<file path="src/shared/bfifo_host_pkg.sv">
/*
 Shared constants and pin bundles for the host that drives a 16-word
 fall-through store through its load, unload and clear pins.
 Assumes a 100 MHz host clock and pins that are asynchronous to it.
*/
package bfifo_host_pkg;

   // Host clock period
   localparam int unsigned CLK_PERIOD_NS = 10;

   // Word width of the store and depth of the device itself
   localparam int unsigned WORD_W    = 5;
   localparam int unsigned DEV_DEPTH = 16;

   // Depth of the host side staging buffer
   localparam int unsigned BUF_DEPTH = 32;

   // Pin timing in nanoseconds
   localparam int unsigned CLEAR_PULSE_NS       = 40;
   localparam int unsigned CLEAR_RECOVER_NS     = 240;
   localparam int unsigned LOAD_SETUP_NS        = 20;
   localparam int unsigned LOAD_HIGH_NS         = 30;
   localparam int unsigned LOAD_HOLD_NS         = 80;
   localparam int unsigned IR_LOW_WAIT_NS       = 75;
   localparam int unsigned UNLOAD_LOW_NS        = 50;
   localparam int unsigned UNLOAD_GAP_NS        = 70;
   localparam int unsigned BUBBLE_BACK_TIME_NS  = 290;
   localparam int unsigned FALL_THROUGH_TIME_NS = 220;

   // Least time to whole cycles, never below one
   function automatic int unsigned cyc_up(input int unsigned ns);
      int unsigned c;
      c = (ns + CLK_PERIOD_NS - 1) / CLK_PERIOD_NS;
      return (c == 0) ? 1 : c;
   endfunction

   // Cycle counts derived from the times above
   localparam logic [7:0] CLEAR_CYC   = 8'(cyc_up(CLEAR_PULSE_NS));
   localparam logic [7:0] RECOVER_CYC = 8'(cyc_up(CLEAR_RECOVER_NS));
   localparam logic [7:0] SETUP_CYC   = 8'(cyc_up(LOAD_SETUP_NS));
   localparam logic [7:0] HIGH_CYC    = 8'(cyc_up(LOAD_HIGH_NS));
   localparam logic [7:0] HOLD_CYC    = 8'(cyc_up(LOAD_HOLD_NS));
   localparam logic [7:0] IR_WAIT_CYC = 8'(cyc_up(IR_LOW_WAIT_NS));
   localparam logic [7:0] UNL_LOW_CYC = 8'(cyc_up(UNLOAD_LOW_NS));
   localparam logic [7:0] UNL_GAP_CYC = 8'(cyc_up(UNLOAD_GAP_NS));
   localparam logic [7:0] BUBBLE_CYC  = 8'(cyc_up(BUBBLE_BACK_TIME_NS));
   localparam logic [7:0] FALL_CYC    = 8'(cyc_up(FALL_THROUGH_TIME_NS));

   // Pins the host drives into the device
   typedef struct packed {
      logic              clear_n;
      logic              load_a;
      logic              load_b;
      logic              unload_strobe_in_n;
      logic              oe_n;
      logic [WORD_W-1:0] data_in_bus;
   } dev_drive_t;

   // Reset value of the driven pins: clear held, strobes idle
   localparam dev_drive_t DRIVE_RESET = '{
      clear_n: 1'b0, load_a: 1'b0, load_b: 1'b0,
      unload_strobe_in_n: 1'b1, oe_n: 1'b1, data_in_bus: 5'h00};

   // Pins the host senses from the device
   typedef struct packed {
      logic              input_ready;
      logic              output_ready;
      logic              unload_strobe_out;
      logic [WORD_W-1:0] data_out_bus;
   } dev_sense_t;

endpackage

</file>
<file path="src/rtl/bfifo_host.sv">
/*
 Host controller for a 16-word fall-through store, plus its 32-word
 staging buffer. Assumes the device pins are wired straight to dev_o and
 dev_i and that nothing else drives the load or unload strobes.
*/
// Behaviour
// Pulse clear low after reset before use
// Device raises input ready when first cell empty
// Device loads only with both load clocks high
// Device pulses input ready and unload out low
// Device ripples words down to empty cells
// Device keeps input ready low when full
// Never load while input ready is low
// Device ignores loads until input ready high
// Device pulses unload out when word falls
// Device raises output ready on valid word
// Unload only while output ready high, strobe low
// Device drops output ready during unload low
// Device frees last cell on unload low; the model frees it on unload high
// Device refills output on unload rising edge
// Device holds last word when emptied
// Device flags full and empty by hold times
// Cascade via unload out driving next load
// Cascade timing applies beyond sixteen words
// Device keeps five bits in arrival order
// Device floats outputs when enable is high; the model drives the inverted word instead
`timescale 1ns/1ps

module bfifo_sync_buf #(
   parameter int unsigned WIDTH = 5,
   parameter int unsigned DEPTH = 32
) (
   input  wire logic             mclk,
   input  wire logic             nrst,
   input  wire logic             in_valid,
   output logic                  in_ready,
   input  wire logic [WIDTH-1:0] in_data,
   output logic                  out_valid,
   input  wire logic             out_ready,
   output logic      [WIDTH-1:0] out_data
);
   localparam int unsigned PW = $clog2(DEPTH);
   localparam int unsigned CW = $clog2(DEPTH + 1);

   logic [WIDTH-1:0] mem [DEPTH];   // Word storage
   logic [PW-1:0]    wr_ptr_reg;    // Next slot to fill
   logic [PW-1:0]    wr_ptr_next;
   logic [PW-1:0]    rd_ptr_reg;    // Oldest word
   logic [PW-1:0]    rd_ptr_next;
   logic [CW-1:0]    count_reg;     // Words held
   logic [CW-1:0]    count_next;
   logic             ready_reg;     // Registered room flag
   logic             ready_next;
   logic             push;
   logic             pop;

   assign in_ready  = ready_reg;
   assign out_valid = (count_reg != '0);
   assign out_data  = mem[rd_ptr_reg];

   // Pointer and count arithmetic, wrapping at the depth
   always_comb begin
      push        = in_valid && ready_reg;
      pop         = out_valid && out_ready;
      wr_ptr_next = wr_ptr_reg;
      rd_ptr_next = rd_ptr_reg;
      count_next  = count_reg;
      if (push) begin
         wr_ptr_next = (wr_ptr_reg == PW'(DEPTH - 1)) ? '0 : wr_ptr_reg + 1'b1;
      end
      if (pop) begin
         rd_ptr_next = (rd_ptr_reg == PW'(DEPTH - 1)) ? '0 : rd_ptr_reg + 1'b1;
      end
      if (push && !pop) begin
         count_next = count_reg + 1'b1;
      end else if (pop && !push) begin
         count_next = count_reg - 1'b1;
      end
      // Ready registered from the next count: no slot is lost, and it stays a flop
      ready_next = (count_next != CW'(DEPTH));
   end

   // State registers
   always_ff @(posedge mclk or negedge nrst) begin
      if (!nrst) begin
         wr_ptr_reg <= '0;
         rd_ptr_reg <= '0;
         count_reg  <= '0;
         ready_reg  <= 1'b0;
      end else begin
         wr_ptr_reg <= wr_ptr_next;
         rd_ptr_reg <= rd_ptr_next;
         count_reg  <= count_next;
         ready_reg  <= ready_next;
      end
   end

   // Storage has no reset; only written slots are ever read
   always_ff @(posedge mclk) begin
      if (push) begin
         mem[wr_ptr_reg] <= in_data;
      end
   end
endmodule

module bfifo_host (
   input  wire logic                                mclk,
   input  wire logic                                nrst,
   input  wire logic                                wr_valid,
   output logic                                     wr_ready,
   input  wire logic [bfifo_host_pkg::WORD_W-1:0]   wr_data,
   output logic                                     rd_valid,
   input  wire logic                                rd_ready,
   output logic      [bfifo_host_pkg::WORD_W-1:0]   rd_data,
   output bfifo_host_pkg::dev_drive_t               dev_o,
   input  wire bfifo_host_pkg::dev_sense_t          dev_i,
   output logic                                     dev_full,
   output logic                                     dev_empty,
   output logic                                     init_done
);
   typedef enum {ST_CLEAR, ST_RECOVER, LD_IDLE, LD_SETUP, LD_HIGH,
                 LD_HOLD, LD_WAIT} ld_state_t;
   typedef enum {RD_IDLE, RD_LOW, RD_GAP} rd_state_t;

   bfifo_host_pkg::dev_sense_t sense_m_reg;   // First sync stage only
   bfifo_host_pkg::dev_sense_t sense_s_reg;   // Safe sampled pins
   bfifo_host_pkg::dev_drive_t drv_reg;       // Pins driven out
   bfifo_host_pkg::dev_drive_t drv_next;
   ld_state_t                  ld_reg;        // Clear and load sequencer
   ld_state_t                  ld_next;
   logic [7:0]                 ld_cnt_reg;
   logic [7:0]                 ld_cnt_next;
   rd_state_t                  rd_reg;        // Unload sequencer
   rd_state_t                  rd_next;
   logic [7:0]                 rd_cnt_reg;
   logic [7:0]                 rd_cnt_next;
   logic                       rdv_reg;       // Word held for the user
   logic                       rdv_next;
   logic [bfifo_host_pkg::WORD_W-1:0] rdd_reg;
   logic [bfifo_host_pkg::WORD_W-1:0] rdd_next;
   logic [7:0]                 ir_lo_reg;     // Cycles input ready low
   logic [7:0]                 ir_lo_next;
   logic [7:0]                 or_lo_reg;     // Cycles output ready low
   logic [7:0]                 or_lo_next;
   logic                       full_reg;
   logic                       full_next;
   logic                       empty_reg;
   logic                       empty_next;
   logic                       done_reg;
   logic                       done_next;
   logic                       buf_valid;     // Staged word waiting
   logic                       buf_pop;
   logic [bfifo_host_pkg::WORD_W-1:0] buf_data;
   logic                       ir_s;
   logic                       or_s;

   assign ir_s      = sense_s_reg.input_ready;
   assign or_s      = sense_s_reg.output_ready;
   assign dev_o     = drv_reg;
   assign rd_valid  = rdv_reg;
   assign rd_data   = rdd_reg;
   assign dev_full  = full_reg;
   assign dev_empty = empty_reg;
   assign init_done = done_reg;

   // Staging buffer; its ready stalls the writer when loads lag
   bfifo_sync_buf #(
      .WIDTH (bfifo_host_pkg::WORD_W),
      .DEPTH (bfifo_host_pkg::BUF_DEPTH)
   ) u_buf (
      .mclk      (mclk),
      .nrst      (nrst),
      .in_valid  (wr_valid),
      .in_ready  (wr_ready),
      .in_data   (wr_data),
      .out_valid (buf_valid),
      .out_ready (buf_pop),
      .out_data  (buf_data)
   );

   // Two-flop synchroniser for every device pin
   always_ff @(posedge mclk or negedge nrst) begin
      if (!nrst) begin
         sense_m_reg <= '0;
         sense_s_reg <= '0;
      end else begin
         sense_m_reg <= dev_i;
         sense_s_reg <= sense_m_reg;
      end
   end

   // Next values of both sequencers and the status flags
   always_comb begin
      drv_next    = drv_reg;
      ld_next     = ld_reg;
      ld_cnt_next = ld_cnt_reg + 8'h01;
      rd_next     = rd_reg;
      rd_cnt_next = rd_cnt_reg + 8'h01;
      rdv_next    = rdv_reg && !rd_ready;
      rdd_next    = rdd_reg;
      done_next   = done_reg;
      buf_pop     = 1'b0;
      case (ld_reg)
         ST_CLEAR: begin
            // Clear held low for the full pulse width
            drv_next.clear_n = 1'b0;
            if (ld_cnt_reg == bfifo_host_pkg::CLEAR_CYC - 8'h01) begin
               drv_next.clear_n = 1'b1;
               ld_next          = ST_RECOVER;
               ld_cnt_next      = 8'h00;
            end
         end
         ST_RECOVER: begin
            // No strobe until the store has settled after clear
            if (ld_cnt_reg == bfifo_host_pkg::RECOVER_CYC - 8'h01) begin
               ld_next       = LD_IDLE;
               done_next     = 1'b1;
               drv_next.oe_n = 1'b0;
            end
         end
         LD_IDLE: begin
            // Present a word only while the device shows room
            ld_cnt_next = 8'h00;
            if (buf_valid && ir_s) begin
               buf_pop              = 1'b1;
               drv_next.data_in_bus = buf_data;
               ld_next              = LD_SETUP;
            end
         end
         LD_SETUP: begin
            // Data settles before both load clocks rise together
            if (ld_cnt_reg == bfifo_host_pkg::SETUP_CYC - 8'h01) begin
               drv_next.load_a = 1'b1;
               drv_next.load_b = 1'b1;
               ld_next         = LD_HIGH;
               ld_cnt_next     = 8'h00;
            end
         end
         LD_HIGH: begin
            if (ld_cnt_reg == bfifo_host_pkg::HIGH_CYC - 8'h01) begin
               drv_next.load_a = 1'b0;
               drv_next.load_b = 1'b0;
               ld_next         = LD_HOLD;
               ld_cnt_next     = 8'h00;
            end
         end
         LD_HOLD: begin
            // Data held past the clocks falling
            if (ld_cnt_reg == bfifo_host_pkg::HOLD_CYC - 8'h01) begin
               ld_next     = LD_WAIT;
               ld_cnt_next = 8'h00;
            end
         end
         LD_WAIT: begin
            // Stale high input ready must not start a second load
            // Unload out idles high; its low dip marks acceptance
            if (!ir_s || !sense_s_reg.unload_strobe_out ||
                ld_cnt_reg == bfifo_host_pkg::IR_WAIT_CYC - 8'h01) begin
               ld_next = LD_IDLE;
            end
         end
         default: begin
            ld_next = ST_CLEAR;
         end
      endcase
      case (rd_reg)
         RD_IDLE: begin
            // Take a word only while output ready is high
            rd_cnt_next = 8'h00;
            if (done_reg && or_s && !rdv_reg) begin
               drv_next.unload_strobe_in_n = 1'b0;
               rd_next                     = RD_LOW;
            end
         end
         RD_LOW: begin
            // Low long enough that a synced output ready has dropped
            if (rd_cnt_reg == bfifo_host_pkg::UNL_LOW_CYC - 8'h01) begin
               // Word taken late in the low phase: the device holds it
               // steady here, while data may trail output ready's rise
               rdd_next                    = sense_s_reg.data_out_bus;
               drv_next.unload_strobe_in_n = 1'b1;
               rdv_next                    = 1'b1;
               rd_next                     = RD_GAP;
               rd_cnt_next                 = 8'h00;
            end
         end
         RD_GAP: begin
            // Standalone refill time; cascades need longer
            if (rd_cnt_reg == bfifo_host_pkg::UNL_GAP_CYC - 8'h01) begin
               rd_next = RD_IDLE;
            end
         end
         default: begin
            rd_next = RD_IDLE;
         end
      endcase
      // Saturating low-time counters give full and empty status
      ir_lo_next = (ir_s || !done_reg) ? 8'h00 :
                   (ir_lo_reg == bfifo_host_pkg::BUBBLE_CYC) ? ir_lo_reg :
                   ir_lo_reg + 8'h01;
      or_lo_next = (or_s || !done_reg) ? 8'h00 :
                   (or_lo_reg == bfifo_host_pkg::FALL_CYC) ? or_lo_reg :
                   or_lo_reg + 8'h01;
      full_next  = (ir_lo_next == bfifo_host_pkg::BUBBLE_CYC);
      empty_next = (or_lo_next == bfifo_host_pkg::FALL_CYC);
   end

   // Registers of the sequencers and flags
   always_ff @(posedge mclk or negedge nrst) begin
      if (!nrst) begin
         drv_reg    <= bfifo_host_pkg::DRIVE_RESET;
         ld_reg     <= ST_CLEAR;
         ld_cnt_reg <= 8'h00;
         rd_reg     <= RD_IDLE;
         rd_cnt_reg <= 8'h00;
         rdv_reg    <= 1'b0;
         rdd_reg    <= 5'h00;
         ir_lo_reg  <= 8'h00;
         or_lo_reg  <= 8'h00;
         full_reg   <= 1'b0;
         empty_reg  <= 1'b0;
         done_reg   <= 1'b0;
      end else begin
         drv_reg    <= drv_next;
         ld_reg     <= ld_next;
         ld_cnt_reg <= ld_cnt_next;
         rd_reg     <= rd_next;
         rd_cnt_reg <= rd_cnt_next;
         rdv_reg    <= rdv_next;
         rdd_reg    <= rdd_next;
         ir_lo_reg  <= ir_lo_next;
         or_lo_reg  <= or_lo_next;
         full_reg   <= full_next;
         empty_reg  <= empty_next;
         done_reg   <= done_next;
      end
   end

   // Checks on the pin sequences
   a_clear_width: assert property (@(posedge mclk) disable iff (!nrst)
      $rose(drv_reg.clear_n) |-> !$past(drv_reg.clear_n, 4))
      else $error("clear pulse too short");
   a_no_load_early: assert property (
      @(posedge mclk) disable iff (!nrst)
      !done_reg |-> !drv_reg.load_a && !drv_reg.load_b)
      else $error("load before clear finished");
   a_load_after_ir: assert property (
      @(posedge mclk) disable iff (!nrst)
      $rose(drv_reg.load_a) |-> $past(ir_s, 3))
      else $error("load started without input ready");
   a_load_pulse: assert property (@(posedge mclk) disable iff (!nrst)
      $rose(drv_reg.load_a) |-> (drv_reg.load_a && drv_reg.load_b)[*3]
      ##1 !drv_reg.load_a)
      else $error("load pulse shape wrong");
   a_unload_after_or: assert property (
      @(posedge mclk) disable iff (!nrst)
      $fell(drv_reg.unload_strobe_in_n) |-> $past(or_s) && !$past(rdv_reg))
      else $error("unload without output ready");
   a_unload_width: assert property (
      @(posedge mclk) disable iff (!nrst)
      $fell(drv_reg.unload_strobe_in_n) |->
      !drv_reg.unload_strobe_in_n[*5] ##1 rdv_reg)
      else $error("unload pulse shape wrong");
   a_full_status: assert property (@(posedge mclk) disable iff (!nrst)
      $rose(full_reg) |-> !$past(ir_s, 1) && !$past(ir_s, 29))
      else $error("full flag too early");
   c_load_done: cover property (@(posedge mclk) disable iff (!nrst)
      $fell(drv_reg.load_a));
   c_unload_done: cover property (@(posedge mclk) disable iff (!nrst)
      $rose(rdv_reg));
   c_dev_full: cover property (@(posedge mclk) disable iff (!nrst)
      $rose(full_reg));
   c_buf_stall: cover property (@(posedge mclk) disable iff (!nrst)
      wr_valid && !wr_ready);
endmodule

</file>
<file path="config.mk">
export PLATFORM = sky130hd
export DESIGN_NAME = bfifo_host
export DESIGN_NICKNAME = d
export VERILOG_FILES = /design/src/shared/bfifo_host_pkg.sv /design/src/rtl/bfifo_host.sv
export SDC_FILE = /design/constraint.sdc
export NUM_CORES = 1
export LEC_CHECK = 0
export ABC_CLOCK_PERIOD_IN_PS = 2900
export BUFFER_PORTS_ARGS = -buffer_cell sky130_fd_sc_hd__clkbuf_2
export CORE_MARGIN = 5
export CORE_UTILIZATION = 50
export DETAILED_ROUTE_END_ITERATION = 16
export MAX_ROUTING_LAYER = met4
export PLACE_DENSITY = 0.66
export SKIP_CTS_REPAIR_TIMING = 1
export SYNTH_ARGS = -nofsm -noshare
export SYNTH_HDL_FRONTEND = slang
export SYNTH_SLANG_ARGS = --single-unit
</file>
<file path="constraint.sdc">
create_clock -name mclk -period 2.9 [get_ports mclk]
set_clock_uncertainty 0.1 [all_clocks]
set_input_delay 0.29 -clock mclk [delete_from_list [all_inputs] [get_ports mclk]]
set_output_delay 0.29 -clock mclk [all_outputs]
set_load 0.02 [all_outputs]
</file>
==> summary.txt <==
Outcome
  • Status: finished clean

STA
  • Final Hold Viols: 0
  • Pins Over Slew Limit: 0
  • Final min period: 2.428 ns
  • Setup TNS: 0 ns
  • Rel. slew slack: 0.3241
  • Worst Slack Setup Final: 0.4717 ns
  • Fmax: 0.4118 GHz
  • RSZ-0062 raised after global routing: false
  • Worst Max-Slew Pin Slew: 1.014 ns
  • Period utilization: 0.8373
  • Final Setup Violations: 0

Synth
  • Gate Count Post-Synth: 696
  • Top post-synthesis cells by area: edfxtp_1 46%, dfrtp_1 21%, mux4_2 8.7%
  • Cell area after synthesis: 10390 um2
  • Synth Net Count: 733
  • EDFF count, synth: 160
  • Post-synthesis async set-or-reset flop share: 0.3548
  • Synth Warn #: 0
  • Post-synthesis sequential area ratio: 0.6745
  • Synth area leader: edfxtp_1
  • Ys flop type: edfxtp_1
  • Synth top area share: 0.4623
  • FF+latch count, synth: 248
  • Count of different cell masters after synthesis: 60
  • Avg Inst Size Synth: 14.93 um2

Setup path
  • Crit Path Max Fanout: 22
  • R2R setup slack: 0.47 ns
  • Critical path required time: 3.21 ns
  • CP arrival: 2.73 ns
  • CP Capture Type: flop
  • Reg2reg end: dev_o[1]$_DFFE_PN0N_
  • Worst-path cell chain: buf_4 -> mux2i_1 -> nor3_1 -> a211oi_1 -> a21oi_1
  • Critical path class: reg -> reg
  • CP max-delay cell: dfrtp_1
  • Worst-case reg-to-reg path depth: 5
  • CP max stage delay: 1.00 ns
  • Critical Path Start Type: flop
  • Critical path startpoint: u_buf.rd_ptr_reg[2]$_DFFE_PN0P_
  • Setup crit end: dev_o[1]$_DFFE_PN0N_
  • Worst r2r src: u_buf.rd_ptr_reg[2]$_DFFE_PN0P_

Power
  • Power Dens Cells: 861.9 nW/um2
  • Clock Power Share: 0.304
  • LEAKAGE: 0.004359 uW
  • Comb pwr share: 0.244
  • Total chip power: 10170 uW
  • Sw Pwr: 3087 uW
  • Pint: 7084 uW
  • Peak supply drop: 0.4231 mV
  • Power share of the sequential group: 0.451
  • Sw frac: 0.3035

Finish
  • Commonest non-fill, non-tap cell in the layout: edfxtp_1
  • Commonest cells after routing, fill and taps aside: 160 x edfxtp_1, 85 x dfrtp_1, 75 x nor2_1
  • Largest register FFs: 160
  • Final nets: 791
  • Finished Layout Cells: 1043
  • Fillers: 1539
  • Layout cells sized above 1: 0.1850
  • Area added between synthesis and finish: 13.54%
  • # diodes: 0
  • Largest reg by FF count: u_buf.mem
  • Utilization after layout: 0.5794

Floorplanning
  • # rows: 52
  • Die width: 154.2 um
  • Initial Util: 0.5103
  • Die Y: 154.2 um
  • Core Box Area: 20360 um2
  • Full die area: 23770 um2
  • Ports: 37

CTS
  • # H-tree levels: 1
  • Clock Latency Late Sink: 0.53 ns
  • Reg clk slew, reported paths: 0.06 ns
  • CTS tree: done
  • CTS root buffer: clkbuf_16
  • Clock sinks: 248
  • CTS Buf Count: 26
  • CTS max path bufs: 3

Placement
  • Dpl hpwl: 13030 um
  • Port bufs: 36
  • Placed cell count: 986
  • Gpl congestion: 0.8825
  • Post-placement worst setup slack: 0.4327 ns

Global routing
  • Vias in the first global route: 6066
  • First-pass GRT wire length: 32270 um
  • GRT Total Usage: 0.1741
  • Largest net degree at the start of global routing: 89
  • Initial antenna violation count: 0
  • Gr ovfl total: 0

Min path
  • Hold WC Path Type: in -> reg

Route
  • ANT nets after route: 0
  • Routed length per instance: 19.16 um
  • DR iter-0 viols: 340
  • Via count: 5949
  • First-pass DRT Iterations: 5
  • Final WL: 19980 um
  • Drt drc: 0
  • Mean number of vias per cell: 5.704

Flow run
  • Max_cap viols: 0
-- through the flow --
stage	hold slack, ns	area, um2
CTS	-0.3025	11700
global route	0.2088	11800
finish	0.1795	11800
detailed placement	0.2347	10900
global placement	0.2335	10900
floorplan	-0.1056	10390
-- cells in the mapped netlist, types with 9 or more instances --
master	count
inv_1	17
clkbuf_1	17
xnor2_1	9
xor2_1	20
nand2_1	33
a21oi_1	25
dfrtp_1	86
nor3_1	17
o21ai_0	14
nand3_1	30
mux4_2	40
ha_1	20
nor2_1	75
mux2i_1	9
and3_1	10
edfxtp_1	160
-- worst min-delay path by stage --
stage	start	to	slack (ns)	depth (start not counted)
final	wr_valid	u_buf.wr_ptr_reg[4]$_DFFE_PN0P_	0.18	4
after global routing	wr_valid	u_buf.wr_ptr_reg[4]$_DFFE_PN0P_	0.21	4
after CTS	nrst	dev_o[3]$_DFFE_PN0N_	-0.30	2
after detailed placement	sense_m_reg[1]$_DFF_PN0_	sense_s_reg[1]$_DFF_PN0_	0.23	0
after global placement	sense_m_reg[6]$_DFF_PN0_	or_s$_DFF_PN0_	0.23	0
after floorplan	nrst	dev_empty$_DFF_PN0_	-0.11	0
-- layout make-up --
| cell class | count | area [um2] | area share |
|---|---|---|---|
| inverter | 17 | 63.81 | 0.005408 |
| clock buffer | 37 | 711.9 | 0.06033 |
| multi-input combinational | 402 | 3183 | 0.2697 |
| sequential | 248 | 7010 | 0.5941 |
| timing repair buffer | 59 | 405.4 | 0.03435 |
| tap | 270 | 337.8 | 0.02863 |
| clock inverter | 10 | 87.58 | 0.007422 |
-- cells by family (layout without fill, tap and decap cells) --
kind of cell	Yosys count	count (layout)	synth area share
AO/OA/AOI/OAI	76	76	0.04635
buffers and inverters	46	123	0.01926
adder cells (fa/ha/maj)	20	20	0.02408
AND/OR/NAND/NOR	218	218	0.1052
multiplexers	59	59	0.1062
XOR/XNOR	29	29	0.02444
flip-flops	248	248	0.6745
-- power groups by stage --
stage | Sequential, uW | Clock (uW) | Combinational, uW
after floorplan | 4560 | 0 | 1850
after global placement | 4630 | 0 | 2430
after detailed placement | 4660 | 0 | 2490
after CTS | 4590 | 3160 | 2510
after global routing | 4650 | 3320 | 2730
final | 4590 | 3090 | 2490
-- routing by layer --
metal  track usage  routed length (um)
met5             -                   0
met4       0.04121                 327
met3       0.02710                1178
met2        0.2737                9639
met1        0.2437                8836
-- worst max-delay path: cells and delay by family, from the launching register on --
kind,cells,cell delay (ns)
simple gates,1,0.09
buf+inv,1,0.34
mux,1,0.38
flops,1,1.00
compound gates,2,0.39
No activity file was read; power rests on OpenSTA's default activity.
